[config.mk]
export PLATFORM = sky130hd
export DESIGN_NAME = dmr_redirect
export DESIGN_NICKNAME = d
export VERILOG_FILES = /design/src/shared/dmr_pkg.sv /design/src/core/dmr_redirect.sv
export VERILOG_INCLUDE_DIRS = /design/src /design/src/shared
export SDC_FILE = /design/constraint.sdc
export NUM_CORES = 1
export LEC_CHECK = 0
export ABC_AREA = 0
export ABC_CLOCK_PERIOD_IN_PS = 4950
export BUFFER_PORTS_ARGS = -buffer_cell sky130_fd_sc_hd__buf_2
export CAP_MARGIN = 20
export CORE_MARGIN = 4
export CORE_UTILIZATION = 54
export CTS_CLUSTER_SIZE = 8
export DETAILED_ROUTE_END_ITERATION = 6
export GPL_TIMING_DRIVEN = 0
export PLACE_DENSITY = 0.86
export SETUP_SLACK_MARGIN = 0.4
export SYNTH_ARGS = -nofsm -noshare
export SYNTH_HDL_FRONTEND = slang
export SYNTH_SLANG_ARGS = --single-unit
[constraint.sdc]
create_clock -name ref_clk -period 4.95 [get_ports ref_clk]
set_input_delay 0.99 -clock ref_clk [delete_from_list [all_inputs] [get_ports ref_clk]]
set_output_delay 0.99 -clock ref_clk [all_outputs]
set_load 0.05 [all_outputs]
[src/shared/dmr_regs.svh]
// register offsets, relocation layout and cycle format constants for the redirect block
`ifndef DMR_REGS_SVH
`define DMR_REGS_SVH

// channel address registers (write hits base, read hits current)
`define DMR_CH0_ADDRESS 16'h0000
`define DMR_CH1_ADDRESS 16'h0002
`define DMR_CH2_ADDRESS 16'h0004
`define DMR_CH3_ADDRESS 16'h0006
`define DMR_CH5_ADDRESS 16'h00c4
`define DMR_CH6_ADDRESS 16'h00c8
`define DMR_CH7_ADDRESS 16'h00cc

// channel word count registers
`define DMR_CH0_WORD_COUNT 16'h0001
`define DMR_CH1_WORD_COUNT 16'h0003
`define DMR_CH2_WORD_COUNT 16'h0005
`define DMR_CH3_WORD_COUNT 16'h0007
`define DMR_CH5_WORD_COUNT 16'h00c6
`define DMR_CH6_WORD_COUNT 16'h00ca
`define DMR_CH7_WORD_COUNT 16'h00ce

// page registers
`define DMR_CH0_PAGE 16'h0087
`define DMR_CH1_PAGE 16'h0083
`define DMR_CH2_PAGE 16'h0081
`define DMR_CH3_PAGE 16'h0082
`define DMR_CH5_PAGE 16'h008b
`define DMR_CH6_PAGE 16'h0089
`define DMR_CH7_PAGE 16'h008a

// register index inside a relocated 16-byte channel block
`define DMR_IDX_ADDRESS 4'h0
`define DMR_IDX_WORD_COUNT 4'h2
`define DMR_IDX_PAGE 4'h4

// channel that always stays in the internal controller
`define DMR_CH_INTERNAL 3'h4
// first channel of the upper group
`define DMR_CH_HIGH_FIRST 3'h5
// byte enables of a 16-bit forwarded cycle, active low
`define DMR_BE_WORD_N 4'hc

`endif

[src/shared/dmr_pkg.sv]
// types of the distributed dma register redirect block
package dmr_pkg;

	typedef enum logic [2:0] {
		DMR_IDLE = 3'b000,
		DMR_LOCAL = 3'b001,
		DMR_ARB = 3'b010,
		DMR_FWD = 3'b011,
		DMR_CTL = 3'b100,
		DMR_READY = 3'b101
	} dmr_state_t;

	typedef enum logic [1:0] {
		DMR_KIND_ADDRESS = 2'b00,
		DMR_KIND_COUNT = 2'b01,
		DMR_KIND_PAGE = 2'b10,
		DMR_KIND_NONE = 2'b11
	} dmr_kind_t;

	typedef struct packed {
		logic hit;
		logic [2:0] ch;
		dmr_kind_t kind;
	} dmr_dec_t;

	typedef struct packed {
		dmr_state_t state;
		logic [15:0] addr;
		logic write;
		logic [15:0] wdata;
		logic [2:0] ch;
		dmr_kind_t kind;
		logic [15:0] fwd_addr;
		logic [15:0] periph;
		logic [15:0] result;
		logic tgt_done;
		logic tgt_retry;
		logic [15:0] tgt_rdata;
		logic bus_req;
		logic fwd_valid;
		logic ctl_req;
	} dmr_regs_t;

endpackage

[src/core/dmr_redirect.sv]
// distributed dma register redirect: retries processor cycles and forwards them to relocated channel registers
`timescale 1ns/10ps
`include "dmr_regs.svh"

module dmr_redirect
	import dmr_pkg::*;
(
	// clock and reset
	input wire logic ref_clk,
	input wire logic reset_n,
	// configuration
	input wire logic [7:0] dist_chan_en,
	input wire logic [15:0] ptr_low_group,
	input wire logic [15:0] ptr_high_group,
	input wire logic alt_access,
	// processor side target cycles
	input wire logic tgt_req,
	input wire logic tgt_write,
	input wire logic [15:0] tgt_addr,
	input wire logic [15:0] tgt_wdata,
	output logic tgt_done,
	output logic tgt_retry,
	output logic [15:0] tgt_rdata,
	// forwarded bus master cycles
	output logic bus_req,
	input wire logic bus_gnt,
	output logic fwd_valid,
	output logic fwd_write,
	output logic [15:0] fwd_addr,
	output logic [15:0] fwd_wdata,
	output logic [3:0] fwd_byte_en_n,
	input wire logic fwd_done,
	input wire logic [15:0] fwd_rdata,
	// internal controller access
	output logic ctl_req,
	output logic ctl_write,
	output logic [15:0] ctl_addr,
	output logic [15:0] ctl_wdata,
	input wire logic ctl_done,
	input wire logic [15:0] ctl_rdata
);

////////////////////////////////////////////////////////////////////////////////

	dmr_regs_t s;
	dmr_regs_t next_s;
	dmr_dec_t dec;
	logic redirect;
	logic [2:0] grp_tmp;
	logic [1:0] grp_idx;
	logic [3:0] reg_idx;
	logic [15:0] ptr_sel;
	logic pending_match;

	function automatic dmr_dec_t decode(input logic [15:0] a);
		dmr_dec_t d;
		d.hit = 1'b1;
		d.ch = 3'h0;
		d.kind = DMR_KIND_NONE;
		unique case (a)
			`DMR_CH0_ADDRESS: begin
				d.ch = 3'h0;
				d.kind = DMR_KIND_ADDRESS;
			end
			`DMR_CH1_ADDRESS: begin
				d.ch = 3'h1;
				d.kind = DMR_KIND_ADDRESS;
			end
			`DMR_CH2_ADDRESS: begin
				d.ch = 3'h2;
				d.kind = DMR_KIND_ADDRESS;
			end
			`DMR_CH3_ADDRESS: begin
				d.ch = 3'h3;
				d.kind = DMR_KIND_ADDRESS;
			end
			`DMR_CH5_ADDRESS: begin
				d.ch = 3'h5;
				d.kind = DMR_KIND_ADDRESS;
			end
			`DMR_CH6_ADDRESS: begin
				d.ch = 3'h6;
				d.kind = DMR_KIND_ADDRESS;
			end
			`DMR_CH7_ADDRESS: begin
				d.ch = 3'h7;
				d.kind = DMR_KIND_ADDRESS;
			end
			`DMR_CH0_WORD_COUNT: begin
				d.ch = 3'h0;
				d.kind = DMR_KIND_COUNT;
			end
			`DMR_CH1_WORD_COUNT: begin
				d.ch = 3'h1;
				d.kind = DMR_KIND_COUNT;
			end
			`DMR_CH2_WORD_COUNT: begin
				d.ch = 3'h2;
				d.kind = DMR_KIND_COUNT;
			end
			`DMR_CH3_WORD_COUNT: begin
				d.ch = 3'h3;
				d.kind = DMR_KIND_COUNT;
			end
			`DMR_CH5_WORD_COUNT: begin
				d.ch = 3'h5;
				d.kind = DMR_KIND_COUNT;
			end
			`DMR_CH6_WORD_COUNT: begin
				d.ch = 3'h6;
				d.kind = DMR_KIND_COUNT;
			end
			`DMR_CH7_WORD_COUNT: begin
				d.ch = 3'h7;
				d.kind = DMR_KIND_COUNT;
			end
			`DMR_CH0_PAGE: begin
				d.ch = 3'h0;
				d.kind = DMR_KIND_PAGE;
			end
			`DMR_CH1_PAGE: begin
				d.ch = 3'h1;
				d.kind = DMR_KIND_PAGE;
			end
			`DMR_CH2_PAGE: begin
				d.ch = 3'h2;
				d.kind = DMR_KIND_PAGE;
			end
			`DMR_CH3_PAGE: begin
				d.ch = 3'h3;
				d.kind = DMR_KIND_PAGE;
			end
			`DMR_CH5_PAGE: begin
				d.ch = 3'h5;
				d.kind = DMR_KIND_PAGE;
			end
			`DMR_CH6_PAGE: begin
				d.ch = 3'h6;
				d.kind = DMR_KIND_PAGE;
			end
			`DMR_CH7_PAGE: begin
				d.ch = 3'h7;
				d.kind = DMR_KIND_PAGE;
			end
			default: begin
				d.hit = 1'b0;
			end
		endcase
		return d;
	endfunction

////////////////////////////////////////////////////////////////////////////////
// decode and relocated address

	assign dec = decode(tgt_addr);

	// channel 4 has no slot in either group, so it never redirects
	assign redirect = dec.hit && dist_chan_en[dec.ch] && (dec.ch != `DMR_CH_INTERNAL)
		&& !alt_access;

	assign grp_tmp = dec.ch - `DMR_CH_HIGH_FIRST;
	assign grp_idx = dec.ch[2] ? grp_tmp[1:0] : dec.ch[1:0];
	assign ptr_sel = dec.ch[2] ? ptr_high_group : ptr_low_group;

	always_comb begin
		unique case (dec.kind)
			DMR_KIND_COUNT: reg_idx = `DMR_IDX_WORD_COUNT;
			DMR_KIND_PAGE: reg_idx = `DMR_IDX_PAGE;
			default: reg_idx = `DMR_IDX_ADDRESS;
		endcase
	end

	assign pending_match = (tgt_addr == s.addr) && (tgt_write == s.write);

////////////////////////////////////////////////////////////////////////////////
// sequencer

	always_comb begin
		next_s = s;
		next_s.tgt_done = 1'b0;
		next_s.tgt_retry = 1'b0;
		unique case (s.state)
			DMR_IDLE: begin
				if (tgt_req) begin
					next_s.addr = tgt_addr;
					next_s.write = tgt_write;
					next_s.wdata = tgt_wdata;
					next_s.ch = dec.ch;
					next_s.kind = dec.kind;
					// low six bits of the pointer are ignored, which forces block alignment
					next_s.fwd_addr = {ptr_sel[15:6], grp_idx, reg_idx};
					if (redirect) begin
						next_s.tgt_retry = 1'b1;
						next_s.bus_req = 1'b1;
						next_s.state = DMR_ARB;
					end else begin
						// state-save accesses land here, so base registers read back only then
						next_s.ctl_req = 1'b1;
						next_s.state = DMR_LOCAL;
					end
				end
			end
			DMR_LOCAL: begin
				if (ctl_done) begin
					next_s.ctl_req = 1'b0;
					next_s.tgt_done = 1'b1;
					next_s.tgt_rdata = ctl_rdata;
					next_s.state = DMR_IDLE;
				end
			end
			DMR_ARB: begin
				next_s.tgt_retry = tgt_req;
				if (bus_gnt) begin
					next_s.bus_req = 1'b0;
					next_s.fwd_valid = 1'b1;
					next_s.state = DMR_FWD;
				end
			end
			DMR_FWD: begin
				next_s.tgt_retry = tgt_req;
				if (fwd_done) begin
					next_s.fwd_valid = 1'b0;
					next_s.periph = fwd_rdata;
					next_s.result = fwd_rdata;
					// only the page needs the internal copy; address and count come whole from the peripheral
					if (s.kind == DMR_KIND_PAGE) begin
						next_s.ctl_req = 1'b1;
						next_s.state = DMR_CTL;
					end else begin
						next_s.state = DMR_READY;
					end
				end
			end
			DMR_CTL: begin
				next_s.tgt_retry = tgt_req;
				if (ctl_done) begin
					next_s.ctl_req = 1'b0;
					next_s.result = {ctl_rdata[15:8], s.periph[7:0]};
					next_s.state = DMR_READY;
				end
			end
			DMR_READY: begin
				if (tgt_req) begin
					if (pending_match) begin
						next_s.tgt_done = 1'b1;
						next_s.tgt_rdata = s.result;
						next_s.state = DMR_IDLE;
					end else begin
						// a foreign cycle must not steal the held result
						next_s.tgt_retry = 1'b1;
					end
				end
			end
			default: begin
				next_s.state = DMR_IDLE;
			end
		endcase
	end

	always_ff @(posedge ref_clk or negedge reset_n) begin
		if (!reset_n) begin
			s <= '0;
		end else begin
			s <= next_s;
		end
	end

////////////////////////////////////////////////////////////////////////////////
// outputs

	assign tgt_done = s.tgt_done;
	assign tgt_retry = s.tgt_retry;
	assign tgt_rdata = s.tgt_rdata;
	assign bus_req = s.bus_req;
	assign fwd_valid = s.fwd_valid;
	assign fwd_write = s.write;
	assign fwd_addr = s.fwd_addr;
	assign fwd_wdata = s.wdata;
	assign fwd_byte_en_n = `DMR_BE_WORD_N;
	assign ctl_req = s.ctl_req;
	assign ctl_write = s.write;
	assign ctl_addr = s.addr;
	assign ctl_wdata = s.wdata;

////////////////////////////////////////////////////////////////////////////////
// checks

	AST_RETRY_ON_REDIRECT: assert property (@(posedge ref_clk) disable iff (!reset_n)
		(s.state == DMR_IDLE) && tgt_req && redirect |=> tgt_retry && !tgt_done && bus_req)
		else $error("redirected access was not retried");

	AST_CH4_LOCAL: assert property (@(posedge ref_clk) disable iff (!reset_n)
		(s.state == DMR_IDLE) && tgt_req && !redirect |=> !tgt_retry && ctl_req && !bus_req)
		else $error("local access was redirected");

	AST_ALT_LOCAL: assert property (@(posedge ref_clk) disable iff (!reset_n)
		(s.state == DMR_IDLE) && tgt_req && alt_access |=> (s.state == DMR_LOCAL) && !bus_req)
		else $error("state-save access used redirection");

	AST_BASE_PTR: assert property (@(posedge ref_clk) disable iff (!reset_n)
		(s.state == DMR_IDLE) && tgt_req && redirect && !dec.ch[2]
		|=> fwd_addr[15:6] == $past(ptr_low_group[15:6]) && fwd_addr[5:4] == $past(dec.ch[1:0]))
		else $error("low group forwarded address wrong");

	AST_SPACING: assert property (@(posedge ref_clk) disable iff (!reset_n)
		fwd_valid && s.ch[2] |-> fwd_addr[5:4] == (s.ch[1:0] - 2'h1) && fwd_addr[15:6] == ptr_high_group[15:6])
		else $error("high group channel spacing wrong");

	AST_REG_INDEX: assert property (@(posedge ref_clk) disable iff (!reset_n)
		fwd_valid && (s.kind == DMR_KIND_PAGE) |-> fwd_addr[3:0] == 4'h4)
		else $error("page register index wrong");

	AST_GRANT_TO_CYCLE: assert property (@(posedge ref_clk) disable iff (!reset_n)
		(s.state == DMR_ARB) && bus_gnt |=> fwd_valid && !bus_req ##0 fwd_valid [*1])
		else $error("no forwarded cycle after grant");

	AST_WORD_CYCLE: assert property (@(posedge ref_clk) disable iff (!reset_n)
		fwd_valid && fwd_done |=> !fwd_valid && fwd_byte_en_n == 4'hc && (s.state != DMR_FWD))
		else $error("forwarded cycle not single 16-bit");

	AST_WRITE_DATA: assert property (@(posedge ref_clk) disable iff (!reset_n)
		(s.state == DMR_IDLE) && tgt_req && redirect && tgt_write
		|=> fwd_wdata == $past(tgt_wdata) && fwd_write)
		else $error("forwarded write data differs from original");

	AST_PAGE_MERGE: assert property (@(posedge ref_clk) disable iff (!reset_n)
		(s.state == DMR_CTL) && ctl_done |=> s.result == {$past(ctl_rdata[15:8]), s.periph[7:0]})
		else $error("page read merge wrong");

	AST_COMPLETE: assert property (@(posedge ref_clk) disable iff (!reset_n)
		(s.state == DMR_READY) && tgt_req && pending_match |=> tgt_done && tgt_rdata == $past(s.result))
		else $error("reissued cycle not completed with result");

	AST_KEEP_RETRY: assert property (@(posedge ref_clk) disable iff (!reset_n)
		tgt_req && ((s.state == DMR_ARB) || (s.state == DMR_FWD) || (s.state == DMR_CTL)) |=> tgt_retry && !tgt_done)
		else $error("pending redirect did not retry");

	AST_SINGLE_FORWARD: assert property (@(posedge ref_clk) disable iff (!reset_n)
		(s.state == DMR_FWD) && fwd_done && (s.kind != DMR_KIND_PAGE)
		|=> (s.state == DMR_READY) && !ctl_req && !fwd_valid)
		else $error("address or count access used more than one cycle");

	AST_FOREIGN_RETRY: assert property (@(posedge ref_clk) disable iff (!reset_n)
		(s.state == DMR_READY) && tgt_req && !pending_match |=> tgt_retry && !tgt_done && (s.state == DMR_READY))
		else $error("foreign cycle took the held result");

	AST_LOCAL_DONE: assert property (@(posedge ref_clk) disable iff (!reset_n)
		(s.state == DMR_LOCAL) && ctl_done |=> tgt_done && !tgt_retry && !ctl_req && tgt_rdata == $past(ctl_rdata))
		else $error("local access did not complete with controller data");

endmodule

==> load_flow_metrics.sql, run 1 <==
INSERT INTO impl_metrics (metric_group, metric, value, unit) VALUES
('run_status', 'status', 'finished, final reports clean', ''),
('sta', 'maxSlewViolCount', '0', ''),
('sta', 'slew_at_the_pin_closest_to_its_max_slew_limit', '0.764', 'ns'),
('synth', 'yosys.area.top_type', 'sky130_fd_sc_hd__dfrtp_1', ''),
('detailed_routing', 'drt-vias-per-instance', '5.09', ''),
('synth', 'post_synth_main_area_contributors', 'sky130_fd_sc_hd__dfrtp_1 44%, sky130_fd_sc_hd__buf_4 12%, sky130_fd_sc_hd__nand2_1 11%', ''),
('floorplan', 'floorplan.initialDensity', '56.1', '%'),
('setup_path', 'regToRegEndpoint', 's[29]$_DFFE_PN0P_', ''),
('grt', 'grt_first_pass_wirelength', '21.9', 'mm'),
('clocking', 'cts.root.buffer_cell', 'sky130_fd_sc_hd__clkbuf_8', ''),
('synth', 'yosys.area.top_type_share', '43.9', '%'),
('setup_path', 'startpoint_of_the_worst_setup_timing_path', 'tgt_addr[1]', ''),
('clocking', 'clk_pin_slew', '0.09', 'ns'),
('finish', 'number_of_antenna_diodes', '0', ''),
('clocking', 'clock_sink_count', '97', ''),
('power', 'cellLeakagePower', '0.00370', 'uW'),
('sta', 'fin_worst_skew', '0.0103', 'ns'),
('sta', 'fin_crit', '3.23', 'ns'),
('clocking', 'cts.hold.buffers_added', '0', ''),
('synth', 'synth-main-ff-cell', 'sky130_fd_sc_hd__dfrtp_1', ''),
('grt', 'grt_antenna_before_repair', '0', ''),
('finish', 'drive_gt1_share', '37.8', '%'),
('clocking', 'cts_repair_resize_count', '0', ''),
('sta', 'slew_headroom', '49.1', '%'),
('power', 'vdd_drop_max', '0.489', 'mV'),
('power', 'clkPwrFrac', '13.3', '%'),
('job', 'max-cap-violations', '0', ''),
('place', 'place.gp.congestion', '0.872', ''),
('power', 'combPwrFrac', '57.8', '%'),
('setup_path', 'critPathCaptureType', 'flip-flop', ''),
('floorplan', 'floorplan.io_pins', '203', ''),
('synth', 'synth_cell_type_count', '58', ''),
('synth', 'synth.cell_area', '5540', 'um2'),
('clocking', 'number_of_buffers_created_by_cts', '9', ''),
('setup_path', 'crit-reg2reg-launch', 's[108]$_DFFE_PN0P_', ''),
('power', 'p_seq_share', '29.0', '%'),
('grt', 'vias_in_the_first_global_route', '4751', ''),
('power', 'internal_power', '2130', 'uW'),
('synth', 'post_synth_most_frequent_cells', '158 x sky130_fd_sc_hd__nand2_1, 97 x sky130_fd_sc_hd__dfrtp_1, 88 x sky130_fd_sc_hd__buf_4', ''),
('synth', 'syn-instance-count', '623', ''),
('hold_path', 'class_of_the_worst_hold_path', 'flip-flop to flip-flop', ''),
('floorplan', 'fp.dieW', '109', 'um'),
('place', 'dp_slack', '1.39', 'ns'),
('finish', 'areaGrowthSynthToFinish', '24.3', '%'),
('floorplan', 'core_region_area', '9860', 'um2'),
('detailed_routing', 'avg_wl_per_cell', '14.2', 'um'),
('setup_path', 'worst-endpoint-arrival', '3.47', 'ns'),
('floorplan', 'die-area', '11900', 'um2'),
('grt', 'groute.usage.overall', '23.0', '%'),
('setup_path', 'cp_data_required_time', '5.20', 'ns'),
('sta', 'period_share', '65.2', '%'),
('synth', 'synthMostInstantiatedCell', 'sky130_fd_sc_hd__nand2_1', ''),
('detailed_routing', 'detail_route.wirelength', '13.6', 'mm'),
('grt', 'grt.overflow.total', '0', ''),
('sta', 'fmax', '0.310', 'GHz'),
('setup_path', 'timing.reg2reg.setup_slack', '2.56', 'ns'),
('place', 'placement.io_buffers', '182', ''),
('setup_path', 'worstSetupEndpoint', 'tgt_retry$_DFF_PN0_', ''),
('synth', 'async_flop_share', '100', '%'),
('detailed_routing', 'drt_pass1_iterations', '5', ''),
('clocking', 'postcts_setup_bufs', '0', ''),
('synth', 'synth_area_per_cell', '8.88', 'um2'),
('finish', 'layout.nets', '934', ''),
('setup_path', 'critical_path.startpoint_type', 'input port', ''),
('power', 'switching_power', '2120', 'uW'),
('synth', 'synth-warning-count', '0', ''),
('sta', 'post_route_setup_slack', '1.72', 'ns'),
('detailed_routing', 'antenna_left', '0', ''),
('clocking', 'htree_levels', '3', ''),
('setup_path', 'reg2reg_depth', '6', ''),
('clocking', 'worst_skew_pair_latency', '0.35', 'ns');
==> power by group through the flow <==
stage | sequential, uW | combinational (uW) | clock (uW)
after floorplan | 1230 | 1960 | 0
after global routing | 1260 | 2600 | 605
final | 1230 | 2450 | 564
after detailed placement | 1250 | 2460 | 0
after global placement | 1220 | 2410 | 0
after CTS | 1230 | 2470 | 572
==> worst min path at each step <==
stage,startpoint,end,slack (ns),depth (start not counted)
2_1_floorplan,fwd_addr[2]$_DFFE_PN0P_,fwd_addr[2]$_DFFE_PN0P_,0.44,2
6_report,s[29]$_DFFE_PN0P_,s[29]$_DFFE_PN0P_,0.48,2
3_5_place_dp,fwd_addr[2]$_DFFE_PN0P_,fwd_addr[2]$_DFFE_PN0P_,0.46,2
5_1_grt,s[24]$_DFFE_PN0P_,s[24]$_DFFE_PN0P_,0.51,2
3_3_place_gp,s[29]$_DFFE_PN0P_,s[29]$_DFFE_PN0P_,0.45,2
4_1_cts,fwd_addr[2]$_DFFE_PN0P_,fwd_addr[2]$_DFFE_PN0P_,0.48,2
==> area by class of cell <==
type / count / area [um2] / area share [%]
Buffer: 119 / 796 / 11.6
Clock buffer: 11 / 141 / 2.06
Clock inverter: 5 / 78.8 / 1.15
Inverter: 4 / 15.0 / 0.218
Multi-Input combinational cell: 407 / 2310 / 33.6
Sequential cell: 97 / 2430 / 35.3
Tap cell: 133 / 166 / 2.42
Timing Repair Buffer: 183 / 941 / 13.7
==> cell families after synthesis <==
logic type | share of synthesized area [%]
adder cells (fa/ha/maj) | 0.226
multiplexers | 6.51
buffers and inverters | 14.6
AO/OA/AOI/OAI | 11.1
other | 0.136
flip-flops | 43.9
AND/OR/NAND/NOR | 20.7
XOR/XNOR | 2.85
==> stage by stage <==
step	instances	util (%)	hold slack [ns]	power, uW	cell area (um2)
after floorplan	627	-	0.440	3190	5550
after global placement	942	67.2	0.455	3640	6630
after detailed placement	943	67.5	0.464	3710	6660
after CTS	959	69.7	0.482	4270	6880
after global routing	959	69.7	0.509	4470	6880
final	959	69.7	0.477	4250	6880
==> worst max-delay path, cell delays in order <==
cell and delay, ns:
sky130_fd_sc_hd__buf_2 0.12, sky130_fd_sc_hd__buf_2 0.24, sky130_fd_sc_hd__nand2_1 0.09, sky130_fd_sc_hd__a32oi_1 0.25, sky130_fd_sc_hd__o32ai_2 0.12, sky130_fd_sc_hd__nor2_1 0.22, sky130_fd_sc_hd__nor2_4 0.07, sky130_fd_sc_hd__inv_2 0.07
sky130_fd_sc_hd__ha_1 0.13, sky130_fd_sc_hd__nor2_1 0.04, sky130_fd_sc_hd__o2111ai_1 0.12, sky130_fd_sc_hd__nor2_1 0.09, sky130_fd_sc_hd__a32o_1 0.27, sky130_fd_sc_hd__or3_4 0.41, sky130_fd_sc_hd__o31a_1 0.25
==> state kept, by name (all words and copies together), names as in the netlist <==
signal     flops
ctl_req        1
fwd_valid      1
s             29
ctl_write      1
ctl_addr      16
tgt_retry      1
fwd_addr      14
tgt_rdata     16
ctl_wdata     16
bus_req        1
tgt_done       1
==> layout by cell type, fill, tap and decap left out, types with 8 or more instances in the layout <==
cell type,instances
sky130_fd_sc_hd__xnor2_1,16
sky130_fd_sc_hd__nor2b_1,8
sky130_fd_sc_hd__clkbuf_1,22
sky130_fd_sc_hd__dfrtp_1,97
sky130_fd_sc_hd__mux2i_1,27
sky130_fd_sc_hd__and3_1,20
sky130_fd_sc_hd__buf_2,184
sky130_fd_sc_hd__nor2_1,15
sky130_fd_sc_hd__clkbuf_8,10
sky130_fd_sc_hd__mux2_2,8
sky130_fd_sc_hd__o21ai_0,48
sky130_fd_sc_hd__nand2_1,158
sky130_fd_sc_hd__a21oi_1,26
sky130_fd_sc_hd__buf_4,89
==> routing by layer <==
| layer | wire length (um) | GRT usage [%] | vias to the layer above |
|---|---|---|---|
| met5 | 0 | 0 | - |
| met4 | 302 | 9.08 | 0 |
| met3 | 995 | 3.73 | 27 |
| met2 | 6760 | 40.1 | 191 |
| met1 | 5560 | 28.5 | 2275 |
| li1 | - | - | 2384 |
(Power assumes the default switching activity.)
==> inputs of run 2 (changes only) <==
--- a/config.mk
+++ b/config.mk
@@ -6,16 +6,16 @@
 export SDC_FILE = /design/constraint.sdc
 export NUM_CORES = 1
 export LEC_CHECK = 0
-export ABC_AREA = 0
-export ABC_CLOCK_PERIOD_IN_PS = 4950
+export ABC_AREA = 1
+export ABC_CLOCK_PERIOD_IN_PS = 2700
 export BUFFER_PORTS_ARGS = -buffer_cell sky130_fd_sc_hd__buf_2
 export CAP_MARGIN = 20
 export CORE_MARGIN = 4
-export CORE_UTILIZATION = 54
+export CORE_UTILIZATION = 46
 export CTS_CLUSTER_SIZE = 8
 export DETAILED_ROUTE_END_ITERATION = 6
 export GPL_TIMING_DRIVEN = 0
-export PLACE_DENSITY = 0.86
+export PLACE_DENSITY = 0.77
 export SETUP_SLACK_MARGIN = 0.4
 export SYNTH_ARGS = -nofsm -noshare
 export SYNTH_HDL_FRONTEND = slang
==> constraint.sdc (replaced) <==
create_clock -name ref_clk -period 2.7 [get_ports ref_clk]
set_input_delay 0.54 -clock ref_clk [delete_from_list [all_inputs] [get_ports ref_clk]]
set_output_delay 0.54 -clock ref_clk [all_outputs]
set_load 0.05 [all_outputs]
==> run 2 against run 1 <==
  * Power up 120%
  * Critical path depth is 8 lower
  * Highest routed layer is now met5
  * Count of clock-buffer cells in the layout shrank 2
  * Cell area increased by 11%
  * Core utilization fell by 9.6 points
  * Largest cell class is now multi-input gates
  * Via count increased by 18%
  * Largest power group unchanged
  * Clock skew down 0.0014 ns
  * Clock power rose by 130%
  * Sequential power increased by 110%
  * First-iteration DRC count increased by 25%
  * Non-clock buffer count is 8 higher
==> load_flow_metrics.sql, run 2 <==
INSERT INTO impl_metrics (metric_group, metric, value, unit) VALUES
('run_status', 'status', 'finished, final reports clean', ''),
('floorplan', 'die-area', '15000', 'um2'),
('synth', 'post_synth_most_frequent_cells', '206 x sky130_fd_sc_hd__nand2_1, 97 x sky130_fd_sc_hd__dfrtp_1, 86 x sky130_fd_sc_hd__buf_4', ''),
('synth', 'synthAdderAreaFrac', '0.208', '%'),
('power', 'pd_cells', '1230', 'nW/um2'),
('setup_path', 'maximum_fanout_along_the_worst_path', '10', ''),
('setup_path', 'crit_path_cell_trace', 'xnor2_1 -> nand4_1 -> nor4_2 -> nand3_1 -> a211oi_4 -> buf_2 -> a31oi_1', ''),
('detailed_routing', 'remaining_drc_errors', '0', ''),
('synth', 'yosys.area.top_type', 'sky130_fd_sc_hd__dfrtp_1', ''),
('place', 'hpwl', '12.4', 'mm'),
('synth', 'synth_cell_type_count', '41', ''),
('floorplan', 'fp.dieW', '122', 'um'),
('setup_path', 'cp_data_required_time', '2.93', 'ns'),
('sta', 'hold_viol_final', '0', ''),
('finish', 'nFillCells', '1225', ''),
('floorplan', 'die_h', '122', 'um'),
('place', 'placement.io_buffers', '180', ''),
('synth', 'synth-main-ff-cell', 'sky130_fd_sc_hd__dfrtp_1', ''),
('synth', 'post_synth_main_area_contributors', 'sky130_fd_sc_hd__dfrtp_1 40%, sky130_fd_sc_hd__nand2_1 13%, sky130_fd_sc_hd__buf_4 11%', ''),
('synth', 'post_synth_and_or_nand_nor_area_fraction', '28.6', '%'),
('hold_path', 'class_of_the_worst_hold_path', 'input port to asynchronous set/reset pin', ''),
('job', 'max-cap-violations', '0', ''),
('setup_path', 'cp_top_family', 'simple AND/OR/NAND/NOR gates', ''),
('grt', 'grt_start_max_net_pins', '72', ''),
('synth', 'largest_family_of_logic_cells_by_synthesized_area', 'simple AND/OR/NAND/NOR gates', ''),
('clocking', 'htree_levels', '3', ''),
('finish', 'final_cell_count_no_fill', '1181', ''),
('power', 'vdd_drop_max', '0.602', 'mV'),
('place', 'place_inst', '1153', ''),
('sta', 'fin_worst_skew', '0.00893', 'ns'),
('sta', 'period_share', '80.4', '%'),
('detailed_routing', 'drt-vias-per-instance', '4.86', ''),
('clocking', 'cts_tree', 'yes', ''),
('detailed_routing', 'drtIter0Drc', '386', ''),
('finish', 'mostFrequentLayoutCell', 'sky130_fd_sc_hd__nand2_1', ''),
('floorplan', 'floorplan.initialDensity', '47.2', '%'),
('clocking', 'clk_path_buf_depth', '2', ''),
('detailed_routing', 'detail_route.wirelength', '16.4', 'mm'),
('synth', 'synth_sequential_area_ratio', '40.4', '%'),
('setup_path', 'timing_worst_setup_path_type', 'flip-flop to flip-flop', ''),
('sta', 'setup_total_negative_slack', '0', 'ns'),
('sta', 'finalSetupViolCount', '0', ''),
('sta', 'slew_at_the_pin_closest_to_its_max_slew_limit', '0.581', 'ns'),
('sta', 'fin_crit', '2.17', 'ns'),
('clocking', 'clk_pin_slew', '0.08', 'ns'),
('detailed_routing', 'antenna_left', '0', ''),
('clocking', 'cts.root.buffer_cell', 'sky130_fd_sc_hd__clkbuf_16', ''),
('synth', 'synth-warning-count', '0', ''),
('place', 'placed_area', '7170', 'um2'),
('power', 'total_chip_power', '9380', 'uW'),
('synth', 'syn-instance-count', '796', ''),
('detailed_routing', 'dr_total_vias', '5743', ''),
('power', 'cellLeakagePower', '0.00419', 'uW'),
('grt', 'vias_in_the_first_global_route', '5430', ''),
('synth', 'yosys.area.top_type_share', '40.4', '%'),
('floorplan', 'floorplan.io_pins', '203', ''),
('sta', 'slew_headroom', '61.3', '%'),
('finish', 'max_flop_register', 's', ''),
('synth', 'synth_compound_area_share', '10.7', '%'),
('setup_path', 'worst-endpoint-arrival', '2.40', 'ns'),
('finish', 'layout.nets', '1115', ''),
('synth', 'synth.cell_area', '6010', 'um2'),
('clocking', 'number_of_buffers_created_by_cts', '9', ''),
('synth', 'synth_area_per_cell', '7.55', 'um2'),
('synth', 'synthMostInstantiatedCell', 'sky130_fd_sc_hd__nand2_1', ''),
('grt', 'grt_first_pass_wirelength', '25.6', 'mm'),
('finish', 'post-route-cell-area', '7650', 'um2'),
('synth', 'async_flop_share', '100', '%'),
('grt', 'grt.overflow.total', '0', ''),
('finish', 'layout.cells.most_common_list', '203 x sky130_fd_sc_hd__nand2_1, 186 x sky130_fd_sc_hd__buf_2, 97 x sky130_fd_sc_hd__dfrtp_1, 93 x sky130_fd_sc_hd__buf_4, 75 x sky130_fd_sc_hd__nor2_1', ''),
('clocking', 'cts.hold.buffers_added', '0', ''),
('clocking', 'worst_skew_pair_latency', '0.35', 'ns'),
('setup_path', 'worst_path_buffer_plus_inverter_count', '1', ''),
('sta', 'fmax', '0.461', 'GHz'),
('setup_path', 'cp_slowest_cell', 'sky130_fd_sc_hd__dfrtp_1', ''),
('setup_path', 'critPathCaptureType', 'flip-flop', ''),
('detailed_routing', 'drt_pass1_iterations', '5', ''),
('setup_path', 'slowest_delay', '0.42', 'ns'),
('grt', 'groute.usage.overall', '21.4', '%'),
('synth', 'synth_edf_count', '0', ''),
('synth', 'yosys.area_share.xor_xnor', '2.48', '%'),
('finish', 'largest_reg_flops', '29', ''),
('place', 'place.gp.congestion', '0.920', ''),
('synth', 'ys_ff_latch', '97', ''),
('floorplan', 'core_region_area', '12700', 'um2'),
('setup_path', 'critical_path.startpoint_type', 'flip-flop', ''),
('floorplan', 'std_cell_rows', '41', ''),
('sta', 'unrepaired_setup_endpoints_after_global_routing', 'false', ''),
('finish', 'drive_gt1_share', '36.7', '%'),
('clocking', 'clock_sink_count', '97', ''),
('synth', 'multiplexer_area_fraction_after_synthesis', '0', '%'),
('finish', 'areaGrowthSynthToFinish', '27.3', '%'),
('grt', 'grt_antenna_before_repair', '3', ''),
('detailed_routing', 'avg_wl_per_cell', '13.9', 'um'),
('sta', 'maxSlewViolCount', '0', '');
run 2: cell count changes in the layout (fill, tap and decap cells not counted), sizes merged, moves of 17 or more:
cell   previous run  this run
nor2             17        94
nand2           158       219
inv               4        61
nand3             4        49
mux2i            27         0
and3             20         0
o21ai            51        68
run 2: area by class of cell:
cell class | count | area (um2) | area share (%)
plain buffers | 120 | 840 | 11.0
clock buffers | 9 | 225 | 2.95
multi-input cells | 527 | 2640 | 34.5
clock inverters | 7 | 72.6 | 0.949
diodes | 2 | 5.00 | 0.0654
inverters | 57 | 214 | 2.80
flip-flops and latches | 97 | 2430 | 31.7
well taps | 172 | 215 | 2.81
repair buffers | 190 | 1010 | 13.3
run 2: path summary, 6_finish.rpt:
check                      cells past startpoint                   endpoint  slack, ns                      from
max in group asynchronous                      2          s[37]$_DFFE_PN0P_       1.91                   reset_n
setup / recovery                               7   tgt_rdata[0]$_DFFE_PN0P_       0.53  ctl_addr[13]$_DFFE_PN0P_
hold reg to reg                                2        ctl_req$_DFFE_PN0P_       0.47       ctl_req$_DFFE_PN0P_
min in group ref_clk                           3  ctl_wdata[12]$_DFFE_PN0P_       0.39             tgt_wdata[12]
setup reg to reg                               7   tgt_rdata[0]$_DFFE_PN0P_       0.53  ctl_addr[13]$_DFFE_PN0P_
hold / removal                                 1    ctl_addr[7]$_DFFE_PN0P_       0.11                   reset_n
run 2: per-stage QoR:
stage	setup WS [ns]	hold slack (ns)	utilization [%]
final	0.530	0.107	60.1
after global routing	0.386	0.129	60.1
after CTS	0.421	0.116	58.8
after detailed placement	0.0727	0.458	56.3
after global placement	0.0336	0.453	56.1
after floorplan	0.548	0.244	-
run 2: cells by family (layout without fill, tap and decap cells):
| kind of cell | count (synthesis) | after routing |
|---|---|---|
| fa+ha+maj | 1 | 1 |
| xor+xnor | 17 | 17 |
| other cells | 2 | 8 |
| compound gates | 113 | 113 |
| simple gates | 389 | 390 |
| buf+inv | 177 | 383 |
| flops | 97 | 97 |
run 2: metal layers:
layer | vias to the layer above | GRT usage, % | wire [um]
li1 | 2903 | - | -
met1 | 2603 | 27.3 | 7020
met2 | 206 | 36.6 | 7800
met3 | 29 | 3.82 | 1160
met4 | 2 | 7.49 | 376
met5 | - | 0 | 7
run 2: repair_timing:
action,in CTS,in global routing
endpoints found under the setup margin,13,48
cloned,0,3
buffers inserted,2,5
pin swaps,2,2
gates resized for setup,0,28
run 2: report_power, final:
group          total (uW)  internal (uW)  switching, uW
clock network        1290            657            629
registers            2590           2150            445
logic                5500           1770           3730
total                9380           4570           4810
==> inputs of run 3 (changes only) <==
--- a/config.mk
+++ b/config.mk
@@ -7,7 +7,7 @@
 export NUM_CORES = 1
 export LEC_CHECK = 0
 export ABC_AREA = 1
-export ABC_CLOCK_PERIOD_IN_PS = 2700
+export ABC_CLOCK_PERIOD_IN_PS = 1800
 export BUFFER_PORTS_ARGS = -buffer_cell sky130_fd_sc_hd__buf_2
 export CAP_MARGIN = 20
 export CORE_MARGIN = 4
==> constraint.sdc (replaced) <==
create_clock -name ref_clk -period 1.8 [get_ports ref_clk]
set_input_delay 0.36 -clock ref_clk [delete_from_list [all_inputs] [get_ports ref_clk]]
set_output_delay 0.36 -clock ref_clk [all_outputs]
set_load 0.05 [all_outputs]
==> run 3 against run 2 <==
  * Highest routed layer is now met4
  * Non-clock buffer count is 74 higher
  * Maximum frequency is 1.9% lower
  * Die area stayed put
  * The run now ends with setup timing left
  * Critical path type unchanged
  * Via count is 29% higher
  * Largest cell class is now buffers
  * Worst hold slack better by 0.10 ns
  * Setup slack worse by 0.94 ns
==> load_flow_metrics.sql, run 3 (synthesis gave the netlist of run 2 again) <==
INSERT INTO impl_metrics (metric_group, metric, value, unit) VALUES
('run_status', 'status', 'finished, violations left', ''),
('run_status', 'violated_checks', 'setup timing', ''),
('detailed_routing', 'wl_met1', '9.37', 'mm'),
('sta', 'maxSlewViolCount', '0', ''),
('detailed_routing', 'drt-vias-per-instance', '5.88', ''),
('sta', 'fmax', '0.452', 'GHz'),
('place', 'hpwl', '12.7', 'mm'),
('floorplan', 'core_region_area', '12700', 'um2'),
('clocking', 'number_of_buffers_created_by_cts', '9', ''),
('setup_path', 'cp_top_family', 'buffers and inverters', ''),
('hold_path', 'timing.hold.worst_endpoint', 'ctl_wdata[14]$_DFFE_PN0P_', ''),
('clocking', 'worst_skew_pair_latency', '0.36', 'ns'),
('sta', 'setup_total_negative_slack', '-7.52', 'ns'),
('grt', 'grt_first_pass_wirelength', '31.3', 'mm'),
('finish', 'max_flop_register', 's', ''),
('detailed_routing', 'remaining_drc_errors', '0', ''),
('detailed_routing', 'detail_route.wirelength', '27.7', 'mm'),
('sta', 'holdWs', '0.207', 'ns'),
('setup_path', 'cp_data_required_time', '2.07', 'ns'),
('place', 'dp_slack', '-0.764', 'ns'),
('finish', 'final_cell_count_no_fill', '1257', ''),
('sta', 'finalSetupViolCount', '28', ''),
('floorplan', 'std_cell_rows', '41', ''),
('detailed_routing', 'drtIter0Drc', '837', ''),
('hold_path', 'class_of_the_worst_hold_path', 'input port to flip-flop', ''),
('job', 'max-cap-violations', '0', ''),
('sta', 'fin_crit', '2.21', 'ns'),
('sta', 'hold_viol_final', '0', ''),
('hold_path', 'timing.hold.worst.start', 'tgt_wdata[14]', ''),
('clocking', 'cts_tree', 'yes', ''),
('setup_path', 'worst-endpoint-arrival', '2.49', 'ns'),
('finish', 'areaGrowthSynthToFinish', '79.5', '%'),
('sta', 'fin_worst_skew', '0.0116', 'ns'),
('place', 'place.gp.congestion', '0.932', ''),
('grt', 'grt.overflow.total', '0', ''),
('finish', 'drive_gt1_share', '58.0', '%'),
('floorplan', 'floorplan.initialDensity', '47.2', '%'),
('setup_path', 'slowest_delay', '0.44', 'ns'),
('detailed_routing', 'dr_wl_met3', '2.38', 'mm'),
('power', 'pd_cells', '1940', 'nW/um2'),
('place', 'placement.io_buffers', '180', ''),
('finish', 'layout.core_utilization', '84.8', '%'),
('finish', 'layout.nets', '1189', ''),
('setup_path', 'timing_worst_setup_path_type', 'flip-flop to flip-flop', ''),
('grt', 'vias_in_the_first_global_route', '6358', ''),
('finish', 'nFillCells', '586', ''),
('setup_path', 'reg2reg_depth', '13', ''),
('sta', 'slew_at_the_pin_closest_to_its_max_slew_limit', '0.522', 'ns'),
('clocking', 'cts.root.buffer_cell', 'sky130_fd_sc_hd__clkbuf_16', ''),
('floorplan', 'die_h', '122', 'um'),
('finish', 'mostFrequentLayoutCell', 'sky130_fd_sc_hd__nand2_1', ''),
('detailed_routing', 'antenna_left', '0', ''),
('detailed_routing', 'drt_pass1_iterations', '5', ''),
('setup_path', 'crit-reg2reg-launch', 's[107]$_DFFE_PN0P_', ''),
('floorplan', 'floorplan.io_pins', '203', ''),
('sta', 'period_share', '123', '%'),
('finish', 'combined_area_of_the_multi_input_logic_cells', '3510', 'um2'),
('clocking', 'clk_path_buf_depth', '2', ''),
('finish', 'area.sequential', '2430', 'um2'),
('detailed_routing', 'highest_layer', 'met4', ''),
('grt', 'grt_start_max_net_pins', '65', ''),
('floorplan', 'die-area', '15000', 'um2'),
('clocking', 'clk_pin_slew', '0.08', 'ns'),
('setup_path', 'critical_path.startpoint_type', 'flip-flop', ''),
('place', 'place_inst', '1153', ''),
('setup_path', 'crit_path_cell_trace', 'inv_1 -> nor2_1 -> inv_4 -> nor2_1 -> nand2_1 -> inv_1 -> a21oi_2 -> inv_1 -> a211oi_4 -> buf_6 -> buf_8 -> nor2_1 -> a31oi_1', ''),
('finish', 'layout.cells.most_common_list', '112 x sky130_fd_sc_hd__nand2_1, 101 x sky130_fd_sc_hd__buf_6, 94 x sky130_fd_sc_hd__buf_2, 94 x sky130_fd_sc_hd__dfrtp_1, 77 x sky130_fd_sc_hd__buf_8', ''),
('hold_path', 'timing.hold.worst_path_depth', '3', ''),
('setup_path', 'maximum_fanout_along_the_worst_path', '10', ''),
('detailed_routing', 'avg_wl_per_cell', '22.0', 'um'),
('setup_path', 'worst_path_buffer_plus_inverter_count', '6', ''),
('sta', 'slew_headroom', '65.2', '%'),
('detailed_routing', 'wl_met2', '13.8', 'mm'),
('floorplan', 'fp.dieW', '122', 'um'),
('grt', 'grt_antenna_before_repair', '4', ''),
('sta', 'unrepaired_setup_endpoints_after_global_routing', 'true', ''),
('clocking', 'clock_sink_count', '97', ''),
('clocking', 'htree_levels', '3', ''),
('power', 'cellLeakagePower', '0.00549', 'uW'),
('setup_path', 'cp_slowest_cell', 'sky130_fd_sc_hd__dfrtp_1', ''),
('setup_path', 'regToRegEndpoint', 'tgt_rdata[10]$_DFFE_PN0P_', ''),
('finish', 'largest_reg_flops', '29', ''),
('grt', 'groute.usage.overall', '26.6', '%'),
('setup_path', 'critPathCaptureType', 'flip-flop', ''),
('setup_path', 'timing.reg2reg.setup_slack', '-0.41', 'ns'),
('power', 'vdd_drop_max', '1.07', 'mV'),
('sta', 'post_route_setup_slack', '-0.413', 'ns'),
('detailed_routing', 'dr_total_vias', '7392', '');
## run 3: cell types whose count changed in the layout (fill, tap and decap cells not counted), sizes merged
cell	delta
buf	+70
bufinv	+1
clkbuf	+4
clkinv	-1
clkinvlp	+1
diode	+2
dlygate4sd3	+1
inv	-1
nor2	-1
## run 3: cell type report
type	count	area share [%]
repair buffers	264	24.8
flip-flops and latches	97	22.5
well taps	172	2.00
plain buffers	120	12.9
clock inverters	6	0.685
diodes	4	0.0928
clock buffers	10	2.12
inverters	57	2.18
multi-input cells	526	32.6
repair inverters	1	0.104
## run 3: tightest hold or removal path, cell delays in order
cell and delay, ns:
sky130_fd_sc_hd__buf_2 0.08, sky130_fd_sc_hd__nand2_2 0.04, sky130_fd_sc_hd__nand2_1 0.05
## run 3: how the worst max path moves through the flow
| stage | to | slack, ns | startpoint | cells past startpoint |
|---|---|---|---|---|
| 6_report | tgt_rdata[10]$_DFFE_PN0P_ | -0.41 | s[107]$_DFFE_PN0P_ | 13 |
| 5_1_grt | s[109]$_DFFE_PN0P_ | -0.48 | ctl_addr[13]$_DFFE_PN0P_ | 10 |
| 4_1_cts | tgt_rdata[4]$_DFFE_PN0P_ | -0.18 | ctl_addr[13]$_DFFE_PN0P_ | 9 |
| 3_5_place_dp | tgt_rdata[4]$_DFFE_PN0P_ | -0.76 | tgt_addr[13] | 9 |
| 3_3_place_gp | s[109]$_DFFE_PN0P_ | -0.87 | reset_n | 1 |
| 2_1_floorplan | s[107]$_DFFE_PN0P_ | -0.09 | tgt_addr[9] | 18 |
## run 3: through the flow
stage / power (uW) / instance area (um2)
after floorplan: 10600 / 6240
after global placement: 12200 / 7360
after detailed placement: 12400 / 7390
after CTS: 17000 / 9240
after global routing: 21500 / 10800
final: 20900 / 10800
## run 3: power breakdown
part           switching, uW  internal [uW]
Clock                    963           1100
Sequential              1060           3230
Combinational           7860           6690
## run 3: what timing repair did
item | 4_1_cts | 5_1_grt
endpoints found under the hold margin | 33 | 0
hold buffers | 1 | 0
setup endpoints to repair | 176 | 177
cloned | 12 | 5
resized for setup | 294 | 374
pin swaps | 48 | 33
setup buffers | 36 | 30
## run 3: layer usage
metal  global-route usage (%)  vias up
li1                         -     3044
met1                     32.3     3574
met2                     46.6      594
met3                     4.42      180
met4                     11.2        0
met5                        0        -
